### config.mk
export PLATFORM = sky130hd
export DESIGN_NAME = usb_port_source_control
export DESIGN_NICKNAME = d
export VERILOG_FILES = /design/src/core/upsc_pkg.sv /design/src/core/upsc_sync.sv /design/src/core/upsc_timer.sv /design/src/core/usb_port_source_control.sv
export SDC_FILE = /design/constraint.sdc
export NUM_CORES = 1
export LEC_CHECK = 0
export BUFFER_PORTS_ARGS = -buffer_cell sky130_fd_sc_hd__buf_2
export CAP_MARGIN = 40
export CORE_ASPECT_RATIO = 2
export CORE_UTILIZATION = 56
export DETAILED_ROUTE_END_ITERATION = 10
export PLACE_DENSITY_LB_ADDON = 0.08
export SYNTH_ARGS = -nofsm -noshare
export SYNTH_HDL_FRONTEND = slang
export SYNTH_SLANG_ARGS = --single-unit
### constraint.sdc
create_clock -name mclk -period 7.5 [get_ports mclk]
set_input_delay 0.375 -clock mclk [delete_from_list [all_inputs] [get_ports mclk]]
set_output_delay 0.375 -clock mclk [all_outputs]
set_load 0.005 [all_outputs]
### src/core/upsc_pkg.sv
package upsc_pkg;

    // Clock rate in kHz; timing counts are derived from it.
    localparam int unsigned CLK_KHZ          = 10000;

    // Documented times, each in its own unit.
    localparam int unsigned OC_DEGLITCH_MS   = 5;
    localparam int unsigned HICCUP_ON_MS     = 5;
    localparam int unsigned HICCUP_OFF_S     = 2;
    localparam int unsigned LOWV_FILTER_US   = 50;
    localparam int unsigned THERM_RECOVER_S  = 16;
    localparam int unsigned CC_DISCH_US      = 20;
    localparam int unsigned CC_PROBE_US      = 20;

    // Cycle counts derived from the times above.
    localparam int unsigned OC_DEGLITCH_CYC  = OC_DEGLITCH_MS * CLK_KHZ;
    localparam int unsigned HICCUP_ON_CYC    = HICCUP_ON_MS * CLK_KHZ;
    localparam int unsigned HICCUP_OFF_CYC   = HICCUP_OFF_S * 1000 * CLK_KHZ;
    localparam int unsigned LOWV_FILTER_CYC  =
        (LOWV_FILTER_US * CLK_KHZ + 999) / 1000;
    localparam int unsigned THERM_RECOVER_CYC =
        THERM_RECOVER_S * 1000 * CLK_KHZ;
    localparam int unsigned CC_DISCH_CYC     =
        (CC_DISCH_US * CLK_KHZ + 999) / 1000;
    localparam int unsigned CC_PROBE_CYC     =
        (CC_PROBE_US * CLK_KHZ + 999) / 1000;

    // Termination seen on one CC pin, from the comparator pair.
    typedef enum logic [1:0] {
        CC_OPEN = 2'b00,
        CC_RD   = 2'b01,
        CC_RA   = 2'b10
    } upsc_cc_t;

    // Attach state machine.
    typedef enum logic [2:0] {
        ST_PROBE_DIS = 3'b000,
        ST_PROBE_SRC = 3'b001,
        ST_UNATTACH  = 3'b010,
        ST_ATTACHED  = 3'b011,
        ST_AUDIO     = 3'b100,
        ST_DEBUG     = 3'b101,
        ST_TYPEA     = 3'b110
    } upsc_state_t;

endpackage : upsc_pkg

### src/core/upsc_sync.sv
`timescale 1ns/1ps
module upsc_sync #(
    parameter int WIDTH = 1
) (
    // Clock and reset
    input  wire logic             mclk,
    input  wire logic             rst_n,
    // Data
    input  wire logic [WIDTH-1:0] din,
    output logic      [WIDTH-1:0] dout
);

    logic [WIDTH-1:0] meta_q;
    logic [WIDTH-1:0] meta_d;
    logic [WIDTH-1:0] sync_q;
    logic [WIDTH-1:0] sync_d;

    // Only the second stage is seen outside.
    always_comb
    begin
        meta_d = din;
        sync_d = meta_q;
    end

    always_ff @(posedge mclk)
    begin
        if (!rst_n)
        begin
            meta_q <= '0;
            sync_q <= '0;
        end
        else
        begin
            meta_q <= meta_d;
            sync_q <= sync_d;
        end
    end

    assign dout = sync_q;

endmodule : upsc_sync

### src/core/upsc_timer.sv
`timescale 1ns/1ps
module upsc_timer #(
    parameter int unsigned WIDTH = 32
) (
    // Clock and reset
    input  wire logic             mclk,
    input  wire logic             rst_n,
    // Control
    input  wire logic             run,
    input  wire logic [WIDTH-1:0] limit,
    output logic                  done
);

    logic [WIDTH-1:0] cnt_q;
    logic [WIDTH-1:0] cnt_d;

    // Counts while run is high and saturates; clears when run drops.
    always_comb
    begin
        if (!run)
            cnt_d = '0;
        else if (cnt_q < limit)
            cnt_d = cnt_q + 1'b1;
        else
            cnt_d = cnt_q;
    end

    always_ff @(posedge mclk)
    begin
        if (!rst_n)
            cnt_q <= '0;
        else
            cnt_q <= cnt_d;
    end

    assign done = run && (cnt_q >= limit);

endmodule : upsc_timer

### src/core/usb_port_source_control.sv
// Summary of operation
// Fast discharge on while CC released or switch disabled by lockout or enables.
// Fast discharge stops once port voltage is below 50mV.
// Switch follows port enable; low or floating enable switches off with discharge.
// Fault output stays released in shutdown, start-up and normal running.
// Fault low on over-current or hot; held until cleared and voltage back.
// Over-current must last 5ms, then hiccup starts and fault goes low.
// Over-temperature drives fault low with no deglitch.
// Attach detection is a state machine: probe, unattached, attached, audio, debug and Type-A.
// Pull-ups on both CC pins; sink seen as voltage below open level.
// Rd told from Ra per pin; VCONN only on the Ra pin.
// Ra/Ra is audio, Rd/Rd is debug; VBUS stays off for both.
// VBUS starts off; enabled with VCONN once a sink is found.
// Advertise 3A by default, 1.5A pull-up when the die is hot.
// Loss of Rd removes VBUS and VCONN and returns to detection.
// Start-up probe discharges CC1, sources test current, checks window.
// CC1 inside window latches Type-A mode until re-enabled.
// Type-A mode: attached, no detach, VBUS on, Type-A current limit.
// Board sets Type-A by resistor only; Type-C boards fit a CC1 capacitor.
// Hiccup cycles switch 5ms on, 2s off while overload persists.
// Port below 3.5V for 50us after soft start enters hiccup at once.
// 3A restored only after 16s below the recovery threshold.
// All comparator, fault and enable inputs are synchronised first.
// Lockout or chip enable low resets state machine, timers and latch.
`timescale 1ns/1ps
module usb_port_source_control #(
    parameter int unsigned OC_DEGLITCH_CYC   = upsc_pkg::OC_DEGLITCH_CYC,
    parameter int unsigned HICCUP_ON_CYC     = upsc_pkg::HICCUP_ON_CYC,
    parameter int unsigned HICCUP_OFF_CYC    = upsc_pkg::HICCUP_OFF_CYC,
    parameter int unsigned THERM_RECOVER_CYC = upsc_pkg::THERM_RECOVER_CYC
) (
    // Clock and reset
    input  wire logic mclk,
    input  wire logic rst_n,
    // Enables and supply
    input  wire logic chipEnable,
    input  wire logic input_undervoltage_lockout,
    input  wire logic portEnable,
    // Analog comparators on the port output
    input  wire logic overCurrent,
    input  wire logic overTemp,
    input  wire logic thermHigh,
    input  wire logic thermRecovered,
    input  wire logic vbusBelow50mv,
    input  wire logic vbusBelow3v5,
    input  wire logic softStartDone,
    // CC comparators: below open level and below the Ra level, per pin
    input  wire logic cc1BelowOpen,
    input  wire logic cc1BelowRa,
    input  wire logic cc2BelowOpen,
    input  wire logic cc2BelowRa,
    input  wire logic cc1InWindow,
    // Power path controls
    output logic      portSwitchOn,
    output logic      fastDischarge,
    output logic      vconnCc1,
    output logic      vconnCc2,
    output logic      rpAdvertise1a5,
    output logic      typeALimit,
    output logic      cc1ProbeDischarge,
    output logic      cc1ProbeSource,
    output logic      hiccupActive,
    // Fault pin, open drain: enable low means driven
    output logic      port_fault_flag_n_o,
    output logic      port_fault_flag_n_oe_n
);

    localparam int unsigned TW = 32;

    // Synchronised inputs.
    logic [14:0] rawIn;
    logic [14:0] syn;
    logic        sEn;
    logic        sUvlo;
    logic        sPortEn;
    logic        sOc;
    logic        sOt;
    logic        sHot;
    logic        sCool;
    logic        sBelow50;
    logic        sBelow3v5;
    logic        sSsDone;
    logic        sC1o;
    logic        sC1a;
    logic        sC2o;
    logic        sC2a;
    logic        sWin;

    assign rawIn = {chipEnable, input_undervoltage_lockout, portEnable,
                    overCurrent, overTemp, thermHigh, thermRecovered,
                    vbusBelow50mv, vbusBelow3v5, softStartDone,
                    cc1BelowOpen, cc1BelowRa, cc2BelowOpen, cc2BelowRa,
                    cc1InWindow};

    upsc_sync #(.WIDTH(15)) u_sync (
        .mclk  (mclk),
        .rst_n (rst_n),
        .din   (rawIn),
        .dout  (syn)
    );

    assign {sEn, sUvlo, sPortEn, sOc, sOt, sHot, sCool, sBelow50,
            sBelow3v5, sSsDone, sC1o, sC1a, sC2o, sC2a, sWin} = syn;

    // Chip-level shutdown clears all state below except fast discharge, which stays on while voltage remains.
    logic chipOff;
    assign chipOff = !sEn || sUvlo;

    // Per-pin termination decode; Ra pulls further than Rd.
    upsc_pkg::upsc_cc_t cc1Term;
    upsc_pkg::upsc_cc_t cc2Term;
    always_comb
    begin
        cc1Term = !sC1o ? upsc_pkg::CC_OPEN :
                  (sC1a ? upsc_pkg::CC_RA : upsc_pkg::CC_RD);
        cc2Term = !sC2o ? upsc_pkg::CC_OPEN :
                  (sC2a ? upsc_pkg::CC_RA : upsc_pkg::CC_RD);
    end

    // Timers.
    logic ocRun, ocDone, lowvRun, lowvDone, probeRun, probeDone;
    logic hicRun, hicDone, coolRun, coolDone;
    logic [TW-1:0] probeLimit;
    logic [TW-1:0] hicLimit;

    upsc_timer #(.WIDTH(TW)) u_octmr (
        .mclk  (mclk),
        .rst_n (rst_n),
        .run   (ocRun),
        .limit (TW'(OC_DEGLITCH_CYC)),
        .done  (ocDone)
    );

    upsc_timer #(.WIDTH(TW)) u_lowvtmr (
        .mclk  (mclk),
        .rst_n (rst_n),
        .run   (lowvRun),
        .limit (TW'(upsc_pkg::LOWV_FILTER_CYC)),
        .done  (lowvDone)
    );

    upsc_timer #(.WIDTH(TW)) u_hictmr (
        .mclk  (mclk),
        .rst_n (rst_n),
        .run   (hicRun),
        .limit (hicLimit),
        .done  (hicDone)
    );

    upsc_timer #(.WIDTH(TW)) u_cooltmr (
        .mclk  (mclk),
        .rst_n (rst_n),
        .run   (coolRun),
        .limit (TW'(THERM_RECOVER_CYC)),
        .done  (coolDone)
    );

    upsc_timer #(.WIDTH(TW)) u_probetmr (
        .mclk  (mclk),
        .rst_n (rst_n),
        .run   (probeRun),
        .limit (probeLimit),
        .done  (probeDone)
    );

    // State.
    upsc_pkg::upsc_state_t st_q, st_d;
    logic hic_q, hic_d;          // In hiccup.
    logic hicOff_q, hicOff_d;    // Hiccup phase: off.
    logic flt_q, flt_d;          // Fault asserted.
    logic hot_q, hot_d;          // 1.5A advertisement.
    logic disch_q, disch_d;
    logic sw_q, sw_d;
    logic v1_q, v1_d, v2_q, v2_d;
    logic pd_q, pd_d, ps_q, ps_d;
    logic ta_q, ta_d;
    logic cyc_q, cyc_d;          // Restart of the probe timer.
    logic hicGap_q;              // Restart of the hiccup timer.

    logic attached;
    logic portUp;
    logic enOk;

    assign enOk     = !chipOff && sPortEn;
    assign attached = (st_q == upsc_pkg::ST_ATTACHED) ||
                      (st_q == upsc_pkg::ST_TYPEA);
    assign portUp   = enOk && attached;

    always_comb
    begin
        st_d  = st_q;
        cyc_d = 1'b0;
        case (st_q)
            upsc_pkg::ST_PROBE_DIS:
            begin
                if (probeDone)
                begin
                    st_d  = upsc_pkg::ST_PROBE_SRC;
                    cyc_d = 1'b1;
                end
            end
            upsc_pkg::ST_PROBE_SRC:
            begin
                if (probeDone)
                    st_d = sWin ? upsc_pkg::ST_TYPEA
                                : upsc_pkg::ST_UNATTACH;
            end
            upsc_pkg::ST_UNATTACH:
            begin
                if (cc1Term == upsc_pkg::CC_RA && cc2Term == upsc_pkg::CC_RA)
                    st_d = upsc_pkg::ST_AUDIO;
                else if (cc1Term == upsc_pkg::CC_RD &&
                         cc2Term == upsc_pkg::CC_RD)
                    st_d = upsc_pkg::ST_DEBUG;
                else if (cc1Term == upsc_pkg::CC_RD ||
                         cc2Term == upsc_pkg::CC_RD)
                    st_d = upsc_pkg::ST_ATTACHED;
            end
            upsc_pkg::ST_ATTACHED, upsc_pkg::ST_DEBUG:
            begin
                if (cc1Term != upsc_pkg::CC_RD && cc2Term != upsc_pkg::CC_RD)
                    st_d = upsc_pkg::ST_UNATTACH;
            end
            upsc_pkg::ST_AUDIO:
            begin
                if (cc1Term != upsc_pkg::CC_RA || cc2Term != upsc_pkg::CC_RA)
                    st_d = upsc_pkg::ST_UNATTACH;
            end
            upsc_pkg::ST_TYPEA:
                st_d = upsc_pkg::ST_TYPEA;
            default:
                st_d = upsc_pkg::ST_PROBE_DIS;
        endcase
        if (chipOff)
            st_d = upsc_pkg::ST_PROBE_DIS;
    end

    assign probeRun   = !chipOff && !cyc_q &&
                        (st_q == upsc_pkg::ST_PROBE_DIS ||
                         st_q == upsc_pkg::ST_PROBE_SRC);
    assign probeLimit = (st_q == upsc_pkg::ST_PROBE_DIS)
                        ? TW'(upsc_pkg::CC_DISCH_CYC)
                        : TW'(upsc_pkg::CC_PROBE_CYC);

    // Over-current deglitch and the low-voltage shortcut run while on.
    assign ocRun   = sw_q && sOc && !hic_q;
    assign lowvRun = sw_q && sSsDone && sBelow3v5 && !hic_q;
    assign hicRun  = hic_q && !hicGap_q;
    assign hicLimit = hicOff_q ? TW'(HICCUP_OFF_CYC) : TW'(HICCUP_ON_CYC);
    assign coolRun = hot_q && sCool && !sHot;

    // Hiccup: one timer serves both phases, cleared between them.
    // An on phase ends with a fresh check of the overload.
    always_comb
    begin
        hic_d    = hic_q;
        hicOff_d = hicOff_q;
        if (!hic_q)
        begin
            if (ocDone || lowvDone)
            begin
                hic_d    = 1'b1;
                hicOff_d = 1'b1;
            end
        end
        else if (hicDone)
        begin
            if (hicOff_q)
                hicOff_d = 1'b0;
            else if (sOc || sBelow3v5)
                hicOff_d = 1'b1;
            else
                hic_d = 1'b0;
        end
        if (chipOff || !sPortEn)
        begin
            hic_d    = 1'b0;
            hicOff_d = 1'b0;
        end
    end

    always_comb
    begin
        // Fault: set wins over the clear condition in the same cycle.
        flt_d = flt_q;
        if (!sOt && !sOc && !sBelow3v5 && !hic_q)
            flt_d = 1'b0;
        if (sOt || ocDone || lowvDone)
            flt_d = 1'b1;
        if (chipOff || !sPortEn)
            flt_d = 1'b0;

        hot_d = hot_q;
        if (coolDone)
            hot_d = 1'b0;
        if (sHot)
            hot_d = 1'b1;
        if (chipOff)
            hot_d = 1'b0;

        sw_d = portUp && !(hic_q && hicOff_q) && !sOt;
        // Discharge only while the switch is off and voltage remains.
        disch_d = !sw_d && !sBelow50;
        if (st_d == upsc_pkg::ST_ATTACHED && enOk)
        begin
            v1_d = (cc1Term == upsc_pkg::CC_RA);
            v2_d = (cc2Term == upsc_pkg::CC_RA);
        end
        else
        begin
            v1_d = 1'b0;
            v2_d = 1'b0;
        end
        pd_d = !chipOff && st_d == upsc_pkg::ST_PROBE_DIS;
        ps_d = !chipOff && st_d == upsc_pkg::ST_PROBE_SRC;
        ta_d = st_d == upsc_pkg::ST_TYPEA;
    end

    always_ff @(posedge mclk)
    begin
        if (!rst_n)
        begin
            st_q     <= upsc_pkg::ST_PROBE_DIS;
            hic_q    <= 1'b0;
            hicOff_q <= 1'b0;
            flt_q    <= 1'b0;
            hot_q    <= 1'b0;
            disch_q  <= 1'b0;
            sw_q     <= 1'b0;
            v1_q     <= 1'b0;
            v2_q     <= 1'b0;
            pd_q     <= 1'b0;
            ps_q     <= 1'b0;
            ta_q     <= 1'b0;
            cyc_q    <= 1'b0;
        end
        else
        begin
            st_q     <= st_d;
            hic_q    <= hic_d;
            hicOff_q <= hicOff_d;
            flt_q    <= flt_d;
            hot_q    <= hot_d;
            disch_q  <= disch_d;
            sw_q     <= sw_d;
            v1_q     <= v1_d;
            v2_q     <= v2_d;
            pd_q     <= pd_d;
            ps_q     <= ps_d;
            ta_q     <= ta_d;
            cyc_q    <= cyc_d;
        end
    end

    logic hicOut_q;
    logic fltRel_q;
    always_ff @(posedge mclk)
    begin
        if (!rst_n)
        begin
            hicOut_q <= 1'b0;
            hicGap_q <= 1'b0;
            fltRel_q <= 1'b1;
        end
        else
        begin
            hicOut_q <= hic_d;
            hicGap_q <= hicDone;
            fltRel_q <= !flt_d;
        end
    end

    assign portSwitchOn           = sw_q;
    assign fastDischarge          = disch_q;
    assign vconnCc1               = v1_q;
    assign vconnCc2               = v2_q;
    assign rpAdvertise1a5         = hot_q;
    assign typeALimit             = ta_q;
    assign cc1ProbeDischarge      = pd_q;
    assign cc1ProbeSource         = ps_q;
    assign hiccupActive           = hicOut_q;
    assign port_fault_flag_n_o    = 1'b0;
    assign port_fault_flag_n_oe_n = fltRel_q;

endmodule : usb_port_source_control

==> results.txt, run 1 <==
status: finished, final reports clean
Chip Width: 88.2 microns
Synth Area per Inst: 9.38 sq um
leading register cell type out of synthesis: dfxtp_1
Hold Slack: 0.0926 ns
Max Fclk: 340 MHz
Slew @ Worst Pin: 0.819 ns
final count of negative-setup-slack endpoints: 0
Fin Setup TNS: 0 ns
post-synthesis instance total: 887
global-route wire length before repair: 27.8 mm
critical path endpoint category: flip-flop
H-tree depth: 1
Max-Cap Viols: 0
Worst-path clk slew: 0.06 ns
critical path fanouts, max: 10
final net count: 946
RSZ-0062 raised after global routing: false
cell with the most instances after synthesis: dfxtp_1
# Post-CTS Setup Buffers: 0
Synth Register Bits: 207
Final Cycle Share: 39.2%
post-synth top area share: 49.8%
most used routing layer: met2
maximum vdd ir drop: 0.000213 V
Core Area: 14,400 sq um
critical path class: reg -> reg
total CTS buffers: 19
layout cells sized above 1: 9.02%
GP Congestion: 0.809
Synth area leader: dfxtp_1
DRC viols: 0
Clock Skew: 0.0109 ns
synth top area cells: dfxtp_1, and2_1, and3_1
DRT iter0 DRCs: 283
CP max stage delay: 0.54 ns
largest net degree at the start of global routing: 48
hold buffers post-CTS: 0
most frequent CP cell: a21oi_1
post-CTS sizing: 0
via count: 6,345
DR WL/cell: 14.9 microns
crit path max-delay cell type: or4_1
register area share after synthesis: 49.8%
Initial Util: 57.6%
PwrDens: 223 nW/um^2
met2 Use GR: 40.9%
M1 GR Usage: 24.2%
gr ovfl total: 0
HP Class: in -> reg
clk root buf: clkbuf_16
synthesized area: 8320 sq um
clock sink total: 207
fill cell count: 1,241
worst-path cell chain: inv_1 > ha_1 > a21oi_1 > a21oi_1 > a211oi_2 > o211ai_1 > or4_1 > nand2_1
min Tclk post-route: 2.94 ns
number of synthesized flops with an enable pin: 0
# diodes: 0
fin. max-slew vios: 0
crit path DAT: 3.37 ns
drt total wl: 16.6 mm
ANT nets after route: 0
Total Die Area: 15,400 sq um
relative slew slack: 45.2%
GRT met3 Usage: 3.32%
synth cell count leaders: dfxtp_1, and2_1, nor2_1, and3_1, nand2_1
Detailed Place HPWL: 11.7 mm
I/O pin count: 28
Die Y: 174 microns
PortBufs: 26
antenna violations before repair: 0
drt first pass iters: 4
TritonCTS clock tree: done
clock latency on the worst-skew pair: 0.49 ns
CP Launch Type: flip-flop
library cells used by synthesis: 60
final number of hold-violating endpoints: 0
clk buf depth: 3
Area growth, synth to finish: 10.5%
Critical Path RT: 7.93 ns
async set or reset register ratio after synthesis: 0%
Rows: 62
DR vias/cell: 5.71
Tot GR Track Use: 22.2%
LEAKAGE: 3.43 nW
net count after synthesis: 926
Ys Warns: 0
vias in the first global route: 6,304
[registers in the layout, indices dropped and copies added (netlist names), 3 cells and up]
signal / cells
st_q: 3
u_cooltmr.cnt_q: 32
u_hictmr.cnt_q: 32
u_lowvtmr.cnt_q: 32
u_octmr.cnt_q: 32
u_probetmr.cnt_q: 32
u_sync.dout: 15
u_sync.meta_q: 15
[path summary, 6_finish.rpt]
check	start	to	slack, ns	cells past startpoint
min reg2reg	u_sync.meta_q[12]	u_sync.dout[12]	0.43	1
max	hicOff_q	u_hictmr.cnt_q[10]	4.56	8
min	cc1BelowRa	u_sync.meta_q[3]	0.09	2
max reg2reg	hicOff_q	u_hictmr.cnt_q[10]	4.56	8
[routing by layer]
| layer | part of all wire [%] | up-vias |
|---|---|---|
| met5 | 0 | - |
| met4 | 3.2 | 0 |
| met3 | 3.1 | 41 |
| met2 | 52 | 111 |
| met1 | 41 | 3003 |
| li1 | - | 3190 |
[report_power, final]
| group | leakage [nW] | total (W) | switching [W] | internal, W |
|---|---|---|---|---|
| combinational | 1.47 | 0.0000183 | 0.00000931 | 0.00000899 |
| clock | 0.291 | 0.000918 | 0.000399 | 0.000520 |
| sequential | 1.67 | 0.00111 | 0.00000323 | 0.00111 |
| total | 3.43 | 0.00205 | 0.000411 | 0.00164 |
[kinds of logic after synthesis]
logic type	share of synthesized area, %
AOI/OAI and AO/OA	10.0
xor gates and xnor gates	4.53
adders and majority gates	3.31
buffers and inverters	2.86
DFF	49.8
muxes	0.241
other	0.0451
and+or+nand+nor	29.2
[cell type report]
class / instances / area, sq um / share of cell area, %
tap: 192 / 240 / 2.61
clock buffer: 28 / 559 / 6.08
multi-input combinational: 623 / 3940 / 42.8
timing repair buffer: 33 / 190 / 2.07
inverter: 23 / 86.3 / 0.939
clock inverter: 6 / 38.8 / 0.422
sequential: 207 / 4140 / 45.1
[stage by stage]
stage	setup slack (ns)	cells	power, W	cell area [sq um]	util [%]
after floorplan	5.03	887	0.00115	8320	-
after global placement	4.72	1076	0.00115	8570	59.4
after detailed placement	4.60	1078	0.00115	8600	59.6
after CTS	4.56	1112	0.00207	9200	63.7
after global routing	4.27	1112	0.00212	9200	63.7
final	4.56	1112	0.00205	9200	63.7
[cell usage in the layout (no fill, tap or decap), types with 4 or more instances in the layout]
cell type	n
a21oi_1	40
clkbuf_8	5
dfxtp_1	207
and4_1	8
nand4_1	31
o21ai_0	29
nand3_1	32
o2111ai_1	4
nor4_1	23
nor2b_1	5
or4_1	10
xor2_1	30
clkbuf_1	4
o41ai_1	4
nand2b_1	7
xnor2_1	13
ha_1	22
or3_1	17
nor3_1	23
o211ai_1	9
or2_2	5
clkbuf_16	19
buf_2	26
nor2_1	66
buf_4	6
and2_1	83
inv_1	23
o21a_1	8
and3_1	49
o31ai_1	13
a31oi_1	8
nand4b_1	5
nand2_1	43
[worst max-delay path: cells and delay by family, from the launching register on]
family	cells	cell delay, ns
AO/OA/AOI/OAI	4	1.14
adder cells (fa/ha/maj)	1	0.39
buffers and inverters	1	0.25
flip-flops	1	0.47
AND/OR/NAND/NOR	2	0.62
(Power assumes the default switching activity.)
==> inputs of run 2 (changes only) <==
--- a/config.mk
+++ b/config.mk
@@ -8,7 +8,7 @@
 export BUFFER_PORTS_ARGS = -buffer_cell sky130_fd_sc_hd__buf_2
 export CAP_MARGIN = 40
 export CORE_ASPECT_RATIO = 2
-export CORE_UTILIZATION = 56
+export CORE_UTILIZATION = 55
 export DETAILED_ROUTE_END_ITERATION = 10
 export PLACE_DENSITY_LB_ADDON = 0.08
 export SYNTH_ARGS = -nofsm -noshare
==> constraint.sdc (replaced) <==
create_clock -name mclk -period 2.55 [get_ports mclk]
set_input_delay 0.1275 -clock mclk [delete_from_list [all_inputs] [get_ports mclk]]
set_output_delay 0.1275 -clock mclk [all_outputs]
set_load 0.005 [all_outputs]
==> run 2 against run 1 <==
Global-route usage up 0.34 points. Clock skew down 0.00069 ns. Clock-buffer cell count unchanged. Critical path depth up 1. Worst setup slack worse by 4.4 ns. Wire length up 3.2%. Critical path type unchanged.
==> results.txt, run 2 (synthesis gave the netlist of run 1 again) <==
DRT iter0 DRCs: 221
critical path fanouts, max: 5
Critical Path RT: 2.96 ns
HP Class: in -> reg
status: finished, final reports clean
CP max stage delay: 0.51 ns
Final Cycle Share: 95.3%
PwrDens: 646 nW/um^2
clk buf depth: 3
fin area: 9510 sq um
global-route wire length before repair: 28.6 mm
clock latency on the worst-skew pair: 0.48 ns
# diodes: 0
Buf+Inv Stages, Crit Path: 2
via count: 6,567
Placed Area: 8690 sq um
Worst-path clk slew: 0.06 ns
TritonCTS clock tree: done
total CTS buffers: 19
I/O pin count: 28
most frequent cells in the layout: dfxtp_1, and2_1, nor2_1
Max-Cap Viols: 0
maximum vdd ir drop: 0.000582 V
DR vias/cell: 5.73
LEAKAGE: 3.59 nW
gr ovfl total: 0
commonest non-fill, non-tap cell in the layout: dfxtp_1
Clock Skew: 0.0102 ns
Fin Setup TNS: 0 ns
Max Fclk: 411 MHz
Rows: 63
final net count: 979
final count of negative-setup-slack endpoints: 0
Core Area: 14,800 sq um
Die Y: 176 microns
critical path endpoint category: flip-flop
DRC viols: 0
final number of hold-violating endpoints: 0
fill cell count: 1,312
GP Congestion: 0.906
clk root buf: clkbuf_16
H-tree depth: 1
drt total wl: 17.1 mm
relative slew slack: 47.5%
PortBufs: 26
Total Die Area: 15,600 sq um
layout cells sized above 1: 10.9%
fin. max-slew vios: 0
Slew @ Worst Pin: 0.787 ns
critical path class: reg -> reg
crit path DAT: 2.84 ns
RSZ-0062 raised after global routing: false
Initial Util: 56.1%
Chip Width: 89.0 microns
CP Launch Type: flip-flop
CP top delay family: simple AND/OR/NAND/NOR gates
worst-path cell chain: clkinvlp_2 > ha_1 > nand4_1 > nor2_1 > a211oi_2 > buf_4 > o21ai_2 > or4_1 > a21oi_1
min Tclk post-route: 2.43 ns
ANT nets after route: 0
clock sink total: 207
DR WL/cell: 14.9 microns
largest net degree at the start of global routing: 40
Detailed Place HPWL: 11.8 mm
Tot GR Track Use: 22.5%
vias in the first global route: 6,382
antenna violations before repair: 0
Area growth, synth to finish: 14.3%
drt first pass iters: 4
crit path max-delay cell type: or4_1
==> run 2: path summary, 6_finish.rpt <==
kind | endpoint | slack [ns] | cells past startpoint | from
setup reg to reg | u_hictmr.cnt_q[6] | 0.12 | 9 | hicOff_q
hold / removal | u_hictmr.cnt_q[26] | 0.03 | 2 | rst_n
setup / recovery | u_hictmr.cnt_q[6] | 0.12 | 9 | hicOff_q
hold reg to reg | fastDischarge | 0.39 | 1 | u_sync.dout[7]
==> run 2: metrics by stage <==
stage	std cells	hold WS [ns]	utilization, %	total power [W]	worst slack [ns]
finish	1147	0.0344	64.2	0.00615	0.120
global route	1147	0.0362	64.2	0.00634	0.0175
CTS	1142	0.0198	63.9	0.00621	0.0126
detailed placement	1094	0.338	58.6	0.00339	0.0381
global placement	1094	0.332	58.6	0.00339	0.196
floorplan	887	0.255	-	0.00337	0.0838
==> run 2: worst register-to-register path: stages (launching register included) <==
cell        delay (ns)
dfxtp_2           0.37
clkinvlp_2        0.22
ha_1              0.38
nand4_1           0.11
nor2_1            0.07
a211oi_2          0.27
buf_4             0.19
o21ai_2           0.07
or4_1             0.51
a21oi_1           0.17
==> run 2: cell type report <==
| cell class | instances | area [sq um] | area share, % |
|---|---|---|---|
| inverter | 23 | 90.1 | 0.947 |
| timing repair buffer | 65 | 460 | 4.84 |
| tap | 195 | 244 | 2.57 |
| clock buffer | 28 | 569 | 5.99 |
| clock inverter | 5 | 52.6 | 0.553 |
| timing repair inverter | 1 | 5.00 | 0.0526 |
| sequential | 207 | 4150 | 43.6 |
| multi-input combinational | 623 | 3940 | 41.5 |
==> run 2: where the power goes <==
group | switching, W | leakage (nW) | internal, W
Sequential | 0.00000953 | 1.67 | 0.00326
Combinational | 0.0000302 | 1.61 | 0.0000414
Clock | 0.00116 | 0.307 | 0.00165
==> run 2: what timing repair did <==
action / in CTS / in global routing
buffers inserted: 0 / 3
endpoints found under the setup margin: 0 / 6
resized for setup: 0 / 4
hold buffers: 15 / 0
hold endpoints to repair: 15 / 0
==> run 2: layer usage <==
layer	track usage [%]	vias to the layer above	part of all wire, %
li1	-	3257	-
met1	25.0	3149	41
met2	41.8	121	53
met3	3.24	40	3.6
met4	8.53	0	2.9
met5	0	-	0
==> inputs of run 3 (changes only) <==
==> constraint.sdc (replaced) <==
create_clock -name mclk -period 2.55 [get_ports mclk]
set_input_delay 0.255 -clock mclk [delete_from_list [all_inputs] [get_ports mclk]]
set_output_delay 0.255 -clock mclk [all_outputs]
set_load 0.005 [all_outputs]
==> run 3 against run 2 <==
Core utilization increased by 0.24 points. Worst setup slack gained 0.012 ns. Die area is the same. Sequential cell count did not move. Critical path depth stayed put. Via count fell by 0.91%. Sequential share of layout area shrank 0.16 points. Critical path type unchanged. Largest power group unchanged.
==> results.txt, run 3 (synthesis gave the netlist of run 1 again) <==
status: finished, final reports clean
RSZ-0062 raised after global routing: true
Slew @ Worst Pin: 0.738 ns
gr ovfl total: 0
global-route wire length before repair: 28.5 mm
final count of negative-setup-slack endpoints: 0
switching fraction of total power: 19.6%
Psw: 0.00121 W
min Tclk post-route: 2.42 ns
R2R Path Start: hicOff_q
final net count: 980
via count: 6,507
vias in the first global route: 6,430
register share of total power: 53.1%
Max-Cap Viols: 0
Initial Util: 56.1%
ANT nets after route: 0
antenna violations before repair: 0
critical path endpoint category: flip-flop
drt first pass iters: 5
PwrDens: 644 nW/um^2
Worst-path clk slew: 0.06 ns
relative slew slack: 50.6%
DRT iter0 DRCs: 265
multi-input logic area: 3950 sq um
DR vias/cell: 5.67
fin. max-slew vios: 0
flop-to-flop setup slack: 0.13 ns
clock sink total: 207
most frequent cells in the layout: dfxtp_1, and2_1, nor2_1
P_int: 0.00494 W
Comb pwr share: 1.2%
crit path max-delay cell type: or4_1
critical path fanouts, max: 6
Tot GR Track Use: 22.5%
TritonCTS clock tree: done
largest net degree at the start of global routing: 41
Rows: 63
DRC viols: 0
Register Area: 4150 sq um
Total Die Area: 15,600 sq um
I/O pin count: 28
clock latency on the worst-skew pair: 0.48 ns
fill cell count: 1,266
R2R depth: 9
Max Fclk: 414 MHz
GP Congestion: 0.902
DR WL/cell: 14.8 microns
crit path DAT: 2.83 ns
Clock power frac: 45.7%
CP max stage delay: 0.54 ns
Area growth, synth to finish: 14.8%
fin worst setup slack: 0.132 ns
Detailed Place HPWL: 12.0 mm
Critical Path Source: hicOff_q
final number of hold-violating endpoints: 0
maximum vdd ir drop: 0.000596 V
critical path class: reg -> reg
Clock Skew: 0.0113 ns
HP Class: in -> reg
worst-path cell chain: clkinvlp_4 > ha_1 > a21oi_1 > o21ai_0 > a211oi_2 > buf_4 > o21ai_2 > or4_1 > a21oi_2
clk root buf: clkbuf_16
fin area: 9550 sq um
Critical Path RT: 2.97 ns
H-tree depth: 1
# diodes: 0
Worst R2R End: u_hictmr.cnt_q[6]
WHS Path Cells: 2
Hold Slack: 0.146 ns
clk buf depth: 3
Chip Width: 89.0 microns
Layout Utilization: 64.4%
hold endpoint: u_hictmr.cnt_q[26]
commonest non-fill, non-tap cell in the layout: dfxtp_1
drt total wl: 17.0 mm
CP Launch Type: flip-flop
Place WS: 0.0896 ns
worst hold start: rst_n
Placed Area: 8730 sq um
LEAKAGE: 3.60 nW
Final Cycle Share: 94.8%
total CTS buffers: 19
Core Area: 14,800 sq um
Die Y: 176 microns
Fin Setup TNS: 0 ns
layout cells sized above 1: 11.1%
PortBufs: 26
==> run 3: timing repair <==
action	in CTS	in global routing
setup endpoints to repair	0	6
buffers inserted	0	3
resized for setup	0	7
hold endpoints to repair	15	0
hold buffers	15	0
==> run 3: final cells by class <==
type                       count  share of cell area (%)
sequential                   207                    43.4
multi-input combinational    623                    41.4
clock buffer                  28                    5.96
timing repair buffer          67                    5.15
tap                          195                    2.56
inverter                      23                   0.944
clock inverter                 5                   0.551
==> run 3: power by group through the flow <==
stage	Clock, W	Combinational (W)	Sequential [W]
after global routing	0.00301	0.0000804	0.00327
after CTS	0.00289	0.0000723	0.00327
after global placement	0	0.0000524	0.00334
after detailed placement	0	0.0000549	0.00334
final	0.00281	0.0000721	0.00327
after floorplan	0	0.0000346	0.00334
==> run 3: per-stage QoR <==
stage / std cells / power [W]
2_1_floorplan: 887 / 0.00337
3_3_place_gp: 1097 / 0.00339
6_report: 1148 / 0.00615
3_5_place_dp: 1097 / 0.00339
5_1_grt: 1148 / 0.00636
4_1_cts: 1145 / 0.00623
==> run 3: worst max-delay path by stage <==
stage,end,slack (ns)
floorplan,u_hictmr.cnt_q[10],0.08
global placement,u_hictmr.cnt_q[8],0.20
detailed placement,u_hictmr.cnt_q[6],0.09
CTS,u_hictmr.cnt_q[6],0.07
global route,u_hictmr.cnt_q[6],-0.03
finish,u_hictmr.cnt_q[6],0.13
==> run 3: worst max-delay path: cells and delay by family (launching register included) <==
kind            cells  cell delay [ns]
simple gates        1             0.54
fa+ha+maj           1             0.35
compound gates      5             0.77
flops               1             0.35
buf+inv             2             0.34
==> run 3: routing by layer <==
layer	track usage, %	part of all wire, %
met5	0	0
met4	9.66	3.6
met3	3.29	3.4
met2	41.9	53
met1	24.4	40
